## src/pkg/mcs_defines.vh

```
/*
 Constants for the multiplexed-channel frame logic: register offsets,
 field positions, reset values and timing figures.
 Assumes a 100 MHz reference clock and 32-bit APB data.
*/
`ifndef MCS_DEFINES_VH
`define MCS_DEFINES_VH

// timing
`define MCS_CLK_PERIOD_NS   10
`define MCS_SYNC_DET_NS     70000

// bus geometry
`define MCS_ADDR_W          8
`define MCS_CNT_W           9
`define MCS_CHAN_W          4
`define MCS_NUM_WORDS       16
`define MCS_MEM_WORDS       8

// register byte offsets
`define MCS_OFF_CTRL        8'h00
`define MCS_OFF_STATUS      8'h04
`define MCS_OFF_IN_MUX      8'h08
`define MCS_OFF_OUT_MUX     8'h0C
`define MCS_OFF_CHAN_LO     8'h10
`define MCS_OFF_CHAN_HI     8'h14
`define MCS_OFF_TX_BASE     8'h20
`define MCS_OFF_RX_BASE     8'h40
`define MCS_OFF_TX_LAST     8'h3C
`define MCS_OFF_RX_LAST     8'h5C

// control fields
`define MCS_CTRL_EN_BIT     0
`define MCS_CTRL_MS_BIT     1
`define MCS_CTRL_RST        2'h0

// status fields
`define MCS_ST_FAULT_BIT    0
`define MCS_ST_SYNC_BIT     1
`define MCS_ST_LINK_BIT     2
`define MCS_ST_CHVLD_BIT    3
`define MCS_ST_CHAN_LSB     8

// channel indication position in word 0
`define MCS_CHAN_FIRST      8'h01
`define MCS_CHAN_LAST       8'h04

`endif

```

## src/mcs_device.v

```verilog
/*
 Device end of a four-wire clocked multidrop control bus: counts bus clock
 pulses, detects sync periods and the fault pulse, decodes the multiplex
 channel and gates data words by channel. Registers over APB.
 Assumes the bus clock and data pins are asynchronous and far slower than
 I_REF_CLK; the data pin is open drain (oe high pulls it low).
*/
`timescale 1ns/1ps
`include "mcs_defines.vh"
module mcs_device #(
	parameter SYNC_DET_CYC = `MCS_SYNC_DET_NS / `MCS_CLK_PERIOD_NS
) (
	input  wire        I_REF_CLK,    // 100 MHz reference clock
	input  wire        I_RESET_N,    // synchronous reset, low
	input  wire        I_PSEL,       // apb select
	input  wire        I_PENABLE,    // apb enable
	input  wire        I_PWRITE,     // apb direction
	input  wire [7:0]  I_PADDR,      // apb byte address
	input  wire [31:0] I_PWDATA,     // apb write data
	output reg  [31:0] O_PRDATA,     // apb read data
	output reg         O_PREADY,     // apb ready
	output reg         O_PSLVERR,    // apb error on unmapped address
	input  wire        I_BUS_CLK,    // bus clock pin
	input  wire        I_BUS_DATA,   // bus data pin level
	output reg         O_BUS_DATA_O, // bus data drive value, always low
	output reg         O_BUS_DATA_OE,// high pulls data line low
	output reg         O_BUS_FAULT   // link in fault state
);
	localparam integer DET_LAST_I = SYNC_DET_CYC - 1;
	localparam [15:0]  DET_LAST   = DET_LAST_I[15:0];

	wire [1:0] pins_s;
	wire       clk_s  = pins_s[0];
	wire       data_s = pins_s[1];

	mcs_sync2 #(.WIDTH(2)) u_sync (
		.i_clk   (I_REF_CLK),
		.i_rst_n (I_RESET_N),
		.i_async ({I_BUS_DATA, I_BUS_CLK}),
		.o_sync  (pins_s)
	);

	// registers
	reg [1:0]  ctrl_reg;
	reg [15:0] in_mux_reg;
	reg [15:0] out_mux_reg;
	reg [31:0] chan_lo_reg;
	reg [31:0] chan_hi_reg;
	reg [31:0] tx_mem [0:`MCS_MEM_WORDS-1];
	reg        fault_st_reg;
	// link state
	reg        clk_d_reg;
	reg        data_d_reg;
	reg [15:0] high_cnt_reg;
	reg        in_sync_reg;
	reg        frame_ok_reg;
	reg [8:0]  pulse_reg;
	reg        ovf_reg;
	reg        bfd_low_reg;
	reg        bfd_ok_reg;
	reg [3:0]  chan_sh_reg;
	reg [3:0]  chan_reg;
	reg        chan_vld_reg;
	reg [255:0] rx_buf_reg;
	reg [255:0] applied_reg;

	wire en      = ctrl_reg[`MCS_CTRL_EN_BIT];
	wire ms      = ctrl_reg[`MCS_CTRL_MS_BIT];
	wire rise    = clk_s & ~clk_d_reg;
	wire fall    = ~clk_s & clk_d_reg;
	wire d_fall  = ~data_s & data_d_reg;
	wire d_rise  = data_s & ~data_d_reg;
	wire any_mux = |in_mux_reg[15:1] | |out_mux_reg[15:1];

	wire [7:0] addr     = ms ? pulse_reg[8:1] : pulse_reg[7:0];
	wire       in_ph    = ms ? ~pulse_reg[0] : 1'b1;
	wire       out_ph   = ms ? pulse_reg[0] : 1'b1;
	wire [3:0] word     = addr[7:4];
	wire [63:0] chan_tab = {chan_hi_reg, chan_lo_reg};
	wire [3:0] word_ch  = chan_tab[{word, 2'b00} +: 4];
	wire       ch_match = chan_vld_reg & (word_ch == chan_reg);
	// word 0 is never multiplexed
	wire in_gate  = (word == 4'h0) | ~in_mux_reg[word] | ch_match;
	wire out_gate = (word == 4'h0) | ~out_mux_reg[word] | ch_match;
	wire chan_addr = (addr >= `MCS_CHAN_FIRST) & (addr <= `MCS_CHAN_LAST);
	wire tx_bit   = tx_mem[addr[7:5]][addr[4:0]];

	// link side: pulse counting, sync and fault pulse detection
	always @(posedge I_REF_CLK) begin
		if (!I_RESET_N) begin
			clk_d_reg     <= 1'b1;
			data_d_reg    <= 1'b1;
			high_cnt_reg  <= 16'h0000;
			in_sync_reg   <= 1'b0;
			frame_ok_reg  <= 1'b0;
			pulse_reg     <= 9'h000;
			ovf_reg       <= 1'b0;
			bfd_low_reg   <= 1'b0;
			bfd_ok_reg    <= 1'b0;
			chan_sh_reg   <= 4'h0;
			chan_reg      <= 4'h0;
			chan_vld_reg  <= 1'b0;
			rx_buf_reg    <= 256'h0;
			applied_reg   <= 256'h0;
			O_BUS_DATA_O  <= 1'b0;
			O_BUS_DATA_OE <= 1'b0;
			O_BUS_FAULT   <= 1'b0;
		end else begin
			clk_d_reg  <= clk_s;
			data_d_reg <= data_s;
			if (!clk_s || rise) begin
				high_cnt_reg <= 16'h0000;
			end else if (high_cnt_reg != DET_LAST) begin
				high_cnt_reg <= high_cnt_reg + 16'h0001;
			end
			if (rise) begin
				bfd_low_reg <= 1'b0;
				bfd_ok_reg  <= 1'b0;
			end else if (clk_s) begin
				// fault pulse: fall then rise while clock stays high
				if (d_fall) begin
					bfd_low_reg <= 1'b1;
				end
				if (d_rise && bfd_low_reg) begin
					bfd_ok_reg <= 1'b1;
				end
			end
			if (clk_s && !in_sync_reg && high_cnt_reg == DET_LAST) begin
				in_sync_reg   <= 1'b1;
				pulse_reg     <= 9'h000;
				ovf_reg       <= 1'b0;
				chan_vld_reg  <= 1'b0;
				O_BUS_DATA_OE <= 1'b0;
			end else if (fall) begin
				if (in_sync_reg) begin
					in_sync_reg <= 1'b0;
					if (bfd_ok_reg) begin
						applied_reg  <= rx_buf_reg;
						frame_ok_reg <= 1'b1;
						O_BUS_FAULT  <= 1'b0;
					end else begin
						applied_reg  <= 256'h0;
						frame_ok_reg <= 1'b0;
						O_BUS_FAULT  <= 1'b1;
					end
				end
				// drive low for a 1 during this address period
				O_BUS_DATA_OE <= en & (in_sync_reg ? bfd_ok_reg : frame_ok_reg) & ~ovf_reg
					& in_ph & in_gate & tx_bit
					& ~(any_mux & chan_addr);
			end else if (rise && !in_sync_reg) begin
				if (en && !ovf_reg && out_ph) begin
					if (out_gate) begin
						rx_buf_reg[addr] <= ~data_s;
					end
					if (chan_addr) begin
						chan_sh_reg[addr[1:0] - 2'h1] <= ~data_s;
					end
					if (addr == `MCS_CHAN_LAST) begin
						chan_reg     <= {~data_s, chan_sh_reg[2:0]};
						chan_vld_reg <= 1'b1;
					end
				end
				if (pulse_reg == {ms, 8'hFF}) begin
					ovf_reg <= 1'b1;
				end else begin
					pulse_reg <= pulse_reg + 9'h001;
				end
			end
		end
	end

	// apb slave: ready one cycle after setup, no wait states beyond that
	wire       setup  = I_PSEL & ~I_PENABLE;
	wire       access = I_PSEL & I_PENABLE & O_PREADY;
	wire       is_tx  = (I_PADDR >= `MCS_OFF_TX_BASE) & (I_PADDR <= `MCS_OFF_TX_LAST);
	wire       is_rx  = (I_PADDR >= `MCS_OFF_RX_BASE) & (I_PADDR <= `MCS_OFF_RX_LAST);
	wire [2:0] widx   = I_PADDR[4:2];
	wire       aligned = (I_PADDR[1:0] == 2'h0);
	reg        hit;
	reg [31:0] rd_next;

	always @* begin
		hit     = aligned;
		rd_next = 32'h0;
		if (I_PADDR == `MCS_OFF_CTRL) begin
			rd_next = {30'h0, ctrl_reg};
		end else if (I_PADDR == `MCS_OFF_STATUS) begin
			rd_next = {20'h0, chan_reg, 4'h0, chan_vld_reg, frame_ok_reg,
				in_sync_reg, fault_st_reg};
		end else if (I_PADDR == `MCS_OFF_IN_MUX) begin
			rd_next = {16'h0, in_mux_reg};
		end else if (I_PADDR == `MCS_OFF_OUT_MUX) begin
			rd_next = {16'h0, out_mux_reg};
		end else if (I_PADDR == `MCS_OFF_CHAN_LO) begin
			rd_next = chan_lo_reg;
		end else if (I_PADDR == `MCS_OFF_CHAN_HI) begin
			rd_next = chan_hi_reg;
		end else if (is_tx) begin
			rd_next = tx_mem[widx];
		end else if (is_rx) begin
			rd_next = applied_reg[{widx, 5'h00} +: 32];
		end else begin
			hit = 1'b0;
		end
	end

	wire fault_set = fall & in_sync_reg & ~bfd_ok_reg;
	integer i;

	always @(posedge I_REF_CLK) begin
		if (!I_RESET_N) begin
			O_PRDATA     <= 32'h0;
			O_PREADY     <= 1'b0;
			O_PSLVERR    <= 1'b0;
			ctrl_reg     <= `MCS_CTRL_RST;
			in_mux_reg   <= 16'h0;
			out_mux_reg  <= 16'h0;
			chan_lo_reg  <= 32'h0;
			chan_hi_reg  <= 32'h0;
			fault_st_reg <= 1'b0;
			for (i = 0; i < `MCS_MEM_WORDS; i = i + 1) begin
				tx_mem[i] <= 32'h0;
			end
		end else begin
			O_PREADY  <= setup;
			O_PSLVERR <= setup & ~hit;
			if (setup) begin
				O_PRDATA <= (I_PWRITE || !hit) ? 32'h0 : rd_next;
			end
			if (access && I_PWRITE && hit) begin
				if (I_PADDR == `MCS_OFF_CTRL) begin
					ctrl_reg <= I_PWDATA[1:0];
				end else if (I_PADDR == `MCS_OFF_IN_MUX) begin
					in_mux_reg <= {I_PWDATA[15:1], 1'b0};
				end else if (I_PADDR == `MCS_OFF_OUT_MUX) begin
					out_mux_reg <= {I_PWDATA[15:1], 1'b0};
				end else if (I_PADDR == `MCS_OFF_CHAN_LO) begin
					chan_lo_reg <= I_PWDATA;
				end else if (I_PADDR == `MCS_OFF_CHAN_HI) begin
					chan_hi_reg <= I_PWDATA;
				end else if (is_tx) begin
					tx_mem[widx] <= I_PWDATA;
				end
			end
			// sticky fault, write one to clear, new fault wins
			if (fault_set) begin
				fault_st_reg <= 1'b1;
			end else if (access && I_PWRITE && I_PADDR == `MCS_OFF_STATUS
					&& I_PWDATA[`MCS_ST_FAULT_BIT]) begin
				fault_st_reg <= 1'b0;
			end
		end
	end
endmodule // mcs_device

```

## src/mcs_sync2.v

```verilog
/*
 Two-flop synchroniser for a group of asynchronous levels.
 Assumes inputs are slow levels relative to the clock.
*/
`timescale 1ns/1ps
module mcs_sync2 #(
	parameter WIDTH = 1
) (
	input  wire             i_clk,   // sampling clock
	input  wire             i_rst_n, // synchronous reset, low
	input  wire [WIDTH-1:0] i_async, // asynchronous levels
	output reg  [WIDTH-1:0] o_sync   // synchronised levels
);
	reg [WIDTH-1:0] meta_reg;

	always @(posedge i_clk) begin
		if (!i_rst_n) begin
			meta_reg <= {WIDTH{1'b1}};
			o_sync   <= {WIDTH{1'b1}};
		end else begin
			meta_reg <= i_async;
			o_sync   <= meta_reg;
		end
	end
endmodule // mcs_sync2

```

## config.mk

```make
export PLATFORM = sky130hd
export DESIGN_NAME = mcs_device
export DESIGN_NICKNAME = d
export VERILOG_FILES = /design/src/mcs_device.v /design/src/mcs_sync2.v
export VERILOG_INCLUDE_DIRS = /design/src /design/src/pkg
export SDC_FILE = /design/constraint.sdc
export NUM_CORES = 2
export LEC_CHECK = 0
export BUFFER_PORTS_ARGS = -buffer_cell sky130_fd_sc_hd__buf_2
export CORE_UTILIZATION = 57
export CTS_CLUSTER_DIAMETER = 60
export CTS_CLUSTER_SIZE = 14
export DETAILED_ROUTE_END_ITERATION = 12
export PLACE_DENSITY = 0.76
export SYNTH_ARGS = -nofsm -noshare
export SYNTH_HDL_FRONTEND = slang
export SYNTH_SLANG_ARGS = --single-unit
```

## constraint.sdc

```tcl
create_clock -name I_REF_CLK -period 4.47 [get_ports I_REF_CLK]
set_input_delay 0.447 -clock I_REF_CLK [delete_from_list [all_inputs] [get_ports I_REF_CLK]]
set_output_delay 0.447 -clock I_REF_CLK [all_outputs]
set_load 0.02 [all_outputs]
```

==> reports/results.ini <==
[setup_path]
end_kind = flop
cpMaxStageDelayCell = or3_2
startpoint_type = flop
cp_data_required_time_ns = 5.00
reg2reg_depth = 10
cp.buffers_inverters = 2
r2r_slack_ns = 0.31
crit_type = reg -> reg
worstPathArrival_ns = 4.69
max_stage_delay_ns = 0.58
timing.rr.start = pulse_reg[6]
crit_chain = buf_4, mux2_4, a221oi_1, a2111oi_4, nor4_2, mux2_1, o31a_2, or3_2, buf_12, o221a_2
crit_family = compound AO/OA/AOI/OAI gates
reg2reg_to = rx_buf_reg[105]
path_max_fanout = 52

[synth]
avgSynthCellArea_um2 = 9.63
syn_area_um2 = 43700
synth.distinct_cells = 69
synth_top_cell_area_share_pct = 31.6
syn_inst = 4533
synthTopCellsByArea = dfxtp_1 32%, edfxtp_1 18%, mux4_2 8.9%, nand2_1 7.3%, a21oi_1 5.0%
yosysTopAreaCell = dfxtp_1
synthArstFlopShare_pct = 0
synth-edff-count = 256
ys_ff_latch = 945
synth_warnings = 0
ys.flop_type = dfxtp_1
syn_nets = 4582
synth_seq_area_share_pct = 49.2

[drt]
wire_per_inst_um = 26.4
drt_iter0_drc = 5203
drt-total-wl_um = 143000
drc = 0
num_vias = 36800
viasPerCell = 6.80
ant_nets = 0
firstDrtPassIters = 9

[flow_run]
drv_cap = 0

[die]
die_w_um = 279
die-area_um2 = 77700
top_level_ports = 84
initial_core_util_pct = 57.6
num_rows = 101
die_h_um = 279
core_um2 = 75800

[sta]
worst_pin_slew_ns = 1.01
rsz0062_at_grt = no
finalCritPeriodShare_pct = 93.1
min_period_ns = 4.16
max_freq_ghz = 0.240
clock_skew_ns = 0.0299
max_slew_margin_pct = 32.6
setup_violations = 0
slew_viol_final = 0
postLayoutSetupSlackWorst_ns = 0.311
hold_violations = 0
fin_setup_tns_ns = 0
holdWs_ns = 0.139

[grt]
grt_pass1_vias = 34200
overflow = 0
grt_max_degree = 164
grt_pass1_wl_um = 213000
grt_use_total_pct = 35.9
antenna_found_initial = 10

[clock_tree]
htree_num_levels = 3
numCtsBuffers = 82
cts.clk_slew.worst_paths_ns = 0.07
post_cts_resized = 0
cts_tree = yes
clock-root-buffer = clkbuf_16
clk_latency_ns = 0.64
cts.sinks = 945
cts_buffer_depth = 3

[placed_design]
place_inst = 5280
gp_congestion = 0.983
hpwl_um = 88900
place_ws_ns = 0.449
placed_cell_area_um2 = 45000
portBuffers = 82

[outcome]
status = complete, no violations

[cells_and_area]
final_core_util_pct = 62.6
layout.nets = 4437
area_growth_syn_to_layout_pct = 8.62
layout-drive-gt1-share_pct = 15.8
final_cell_area_um2 = 47400
fin_cells = 5405
fillers = 6180

[min_path]
min_path_type = in -> reg
min_to = chan_hi_reg[22]
hold_start = I_PWDATA[22]
hold_depth = 3

[pwr]
ir_drop_mv = 0.326
finalPower_mw = 16.4
leakagePower_nw = 15.6
power_density_nw_per_um2 = 346

-- cell usage in the layout, fill, tap and decap left out, types with 18 or more instances in the layout --
cell type / Yosys / final
a21oi_1: 437 / 435
a222oi_1: 18 / 18
a22oi_1: 22 / 22
a31oi_1: 36 / 36
a32oi_1: 26 / 26
and2_1: 264 / 264
buf_12: 0 / 22
buf_2: 47 / 79
buf_4: 5 / 100
clkbuf_1: 357 / 18
clkbuf_16: 0 / 84
dfxtp_1: 689 / 688
edfxtp_1: 256 / 256
mux2i_1: 97 / 96
mux4_2: 172 / 172
nand2_1: 850 / 844
nand3_1: 371 / 371
nand4_1: 18 / 18
nor2_1: 151 / 143
nor3_1: 239 / 234
nor4_1: 22 / 22
o21ai_0: 33 / 27
o221a_1: 20 / 20
o221a_2: 167 / 167
-- where the power goes --
group	switching [mW]	total [mW]	internal, mW
combinational	0.482	0.681	0.198
clock	3.23	6.88	3.65
sequential	0.0383	8.87	8.83
total	3.75	16.4	12.7
-- repair_timing --
action	in CTS	in global routing
hold buffers	2	0
endpoints found under the hold margin	2	0
setup buffers	0	0
-- worst max-delay path by stage --
| stage | startpoint | to | slack (ns) | cells past startpoint |
|---|---|---|---|---|
| CTS | pulse_reg[6] | rx_buf_reg[89] | 0.39 | 10 |
| detailed placement | pulse_reg[6] | rx_buf_reg[146] | 0.45 | 10 |
| global route | pulse_reg[6] | rx_buf_reg[219] | 0.14 | 11 |
| global placement | pulse_reg[6] | rx_buf_reg[109] | 0.47 | 10 |
| finish | pulse_reg[6] | rx_buf_reg[105] | 0.31 | 10 |
| floorplan | I_PADDR[1] | tx_mem[5][0] | -0.02 | 5 |
-- logic make-up after synthesis --
group	count (synthesis)	share of synthesized area [%]
AND/OR/NAND/NOR	1995	21.2
AO/OA/AOI/OAI	844	13.7
XOR/XNOR	19	0.381
multiplexers	277	11.3
flip-flops	945	49.2
other	1	0.00859
adder cells (fa/ha/maj)	2	0.0573
buffers and inverters	450	4.13
-- cell type report --
class | instances | area [um^2] | share of cell area (%)
antenna | 2 | 5.00 | 0.0106
clock buffer | 104 | 2200 | 4.63
sequential | 945 | 21500 | 45.3
inverter | 15 | 63.8 | 0.135
clock inverter | 17 | 235 | 0.496
timing repair buffer | 206 | 1650 | 3.47
tap | 978 | 1220 | 2.58
multi-input combinational | 3138 | 20600 | 43.4
-- layer usage --
layer / track usage, % / routed length, um / up-vias
li1: - / - / 16200
met1: 48.5 / 55100 / 17900
met2: 53.6 / 62100 / 2255
met3: 9.26 / 17400 / 410
met4: 18.3 / 8000 / 10
met5: 0 / 74 / -
-- Yosys cell counts (all sizes together), types with 19 or more instances --
cell type  count
a32oi         26
mux4         172
edfxtp       256
buf           78
nor4          23
o21ai         33
nor3         239
a31oi         36
nand2b        19
o221a        187
a22oi         22
nor2         151
mux2i         98
clkbuf       357
nand3        371
and2         267
nand2        850
dfxtp        689
a21oi        437
-- worst min-delay path: stages --
cell and delay, ns:
buf_2 0.17, nand2_1 0.07, a21oi_1 0.05
No activity file was read; power rests on OpenSTA's default activity.
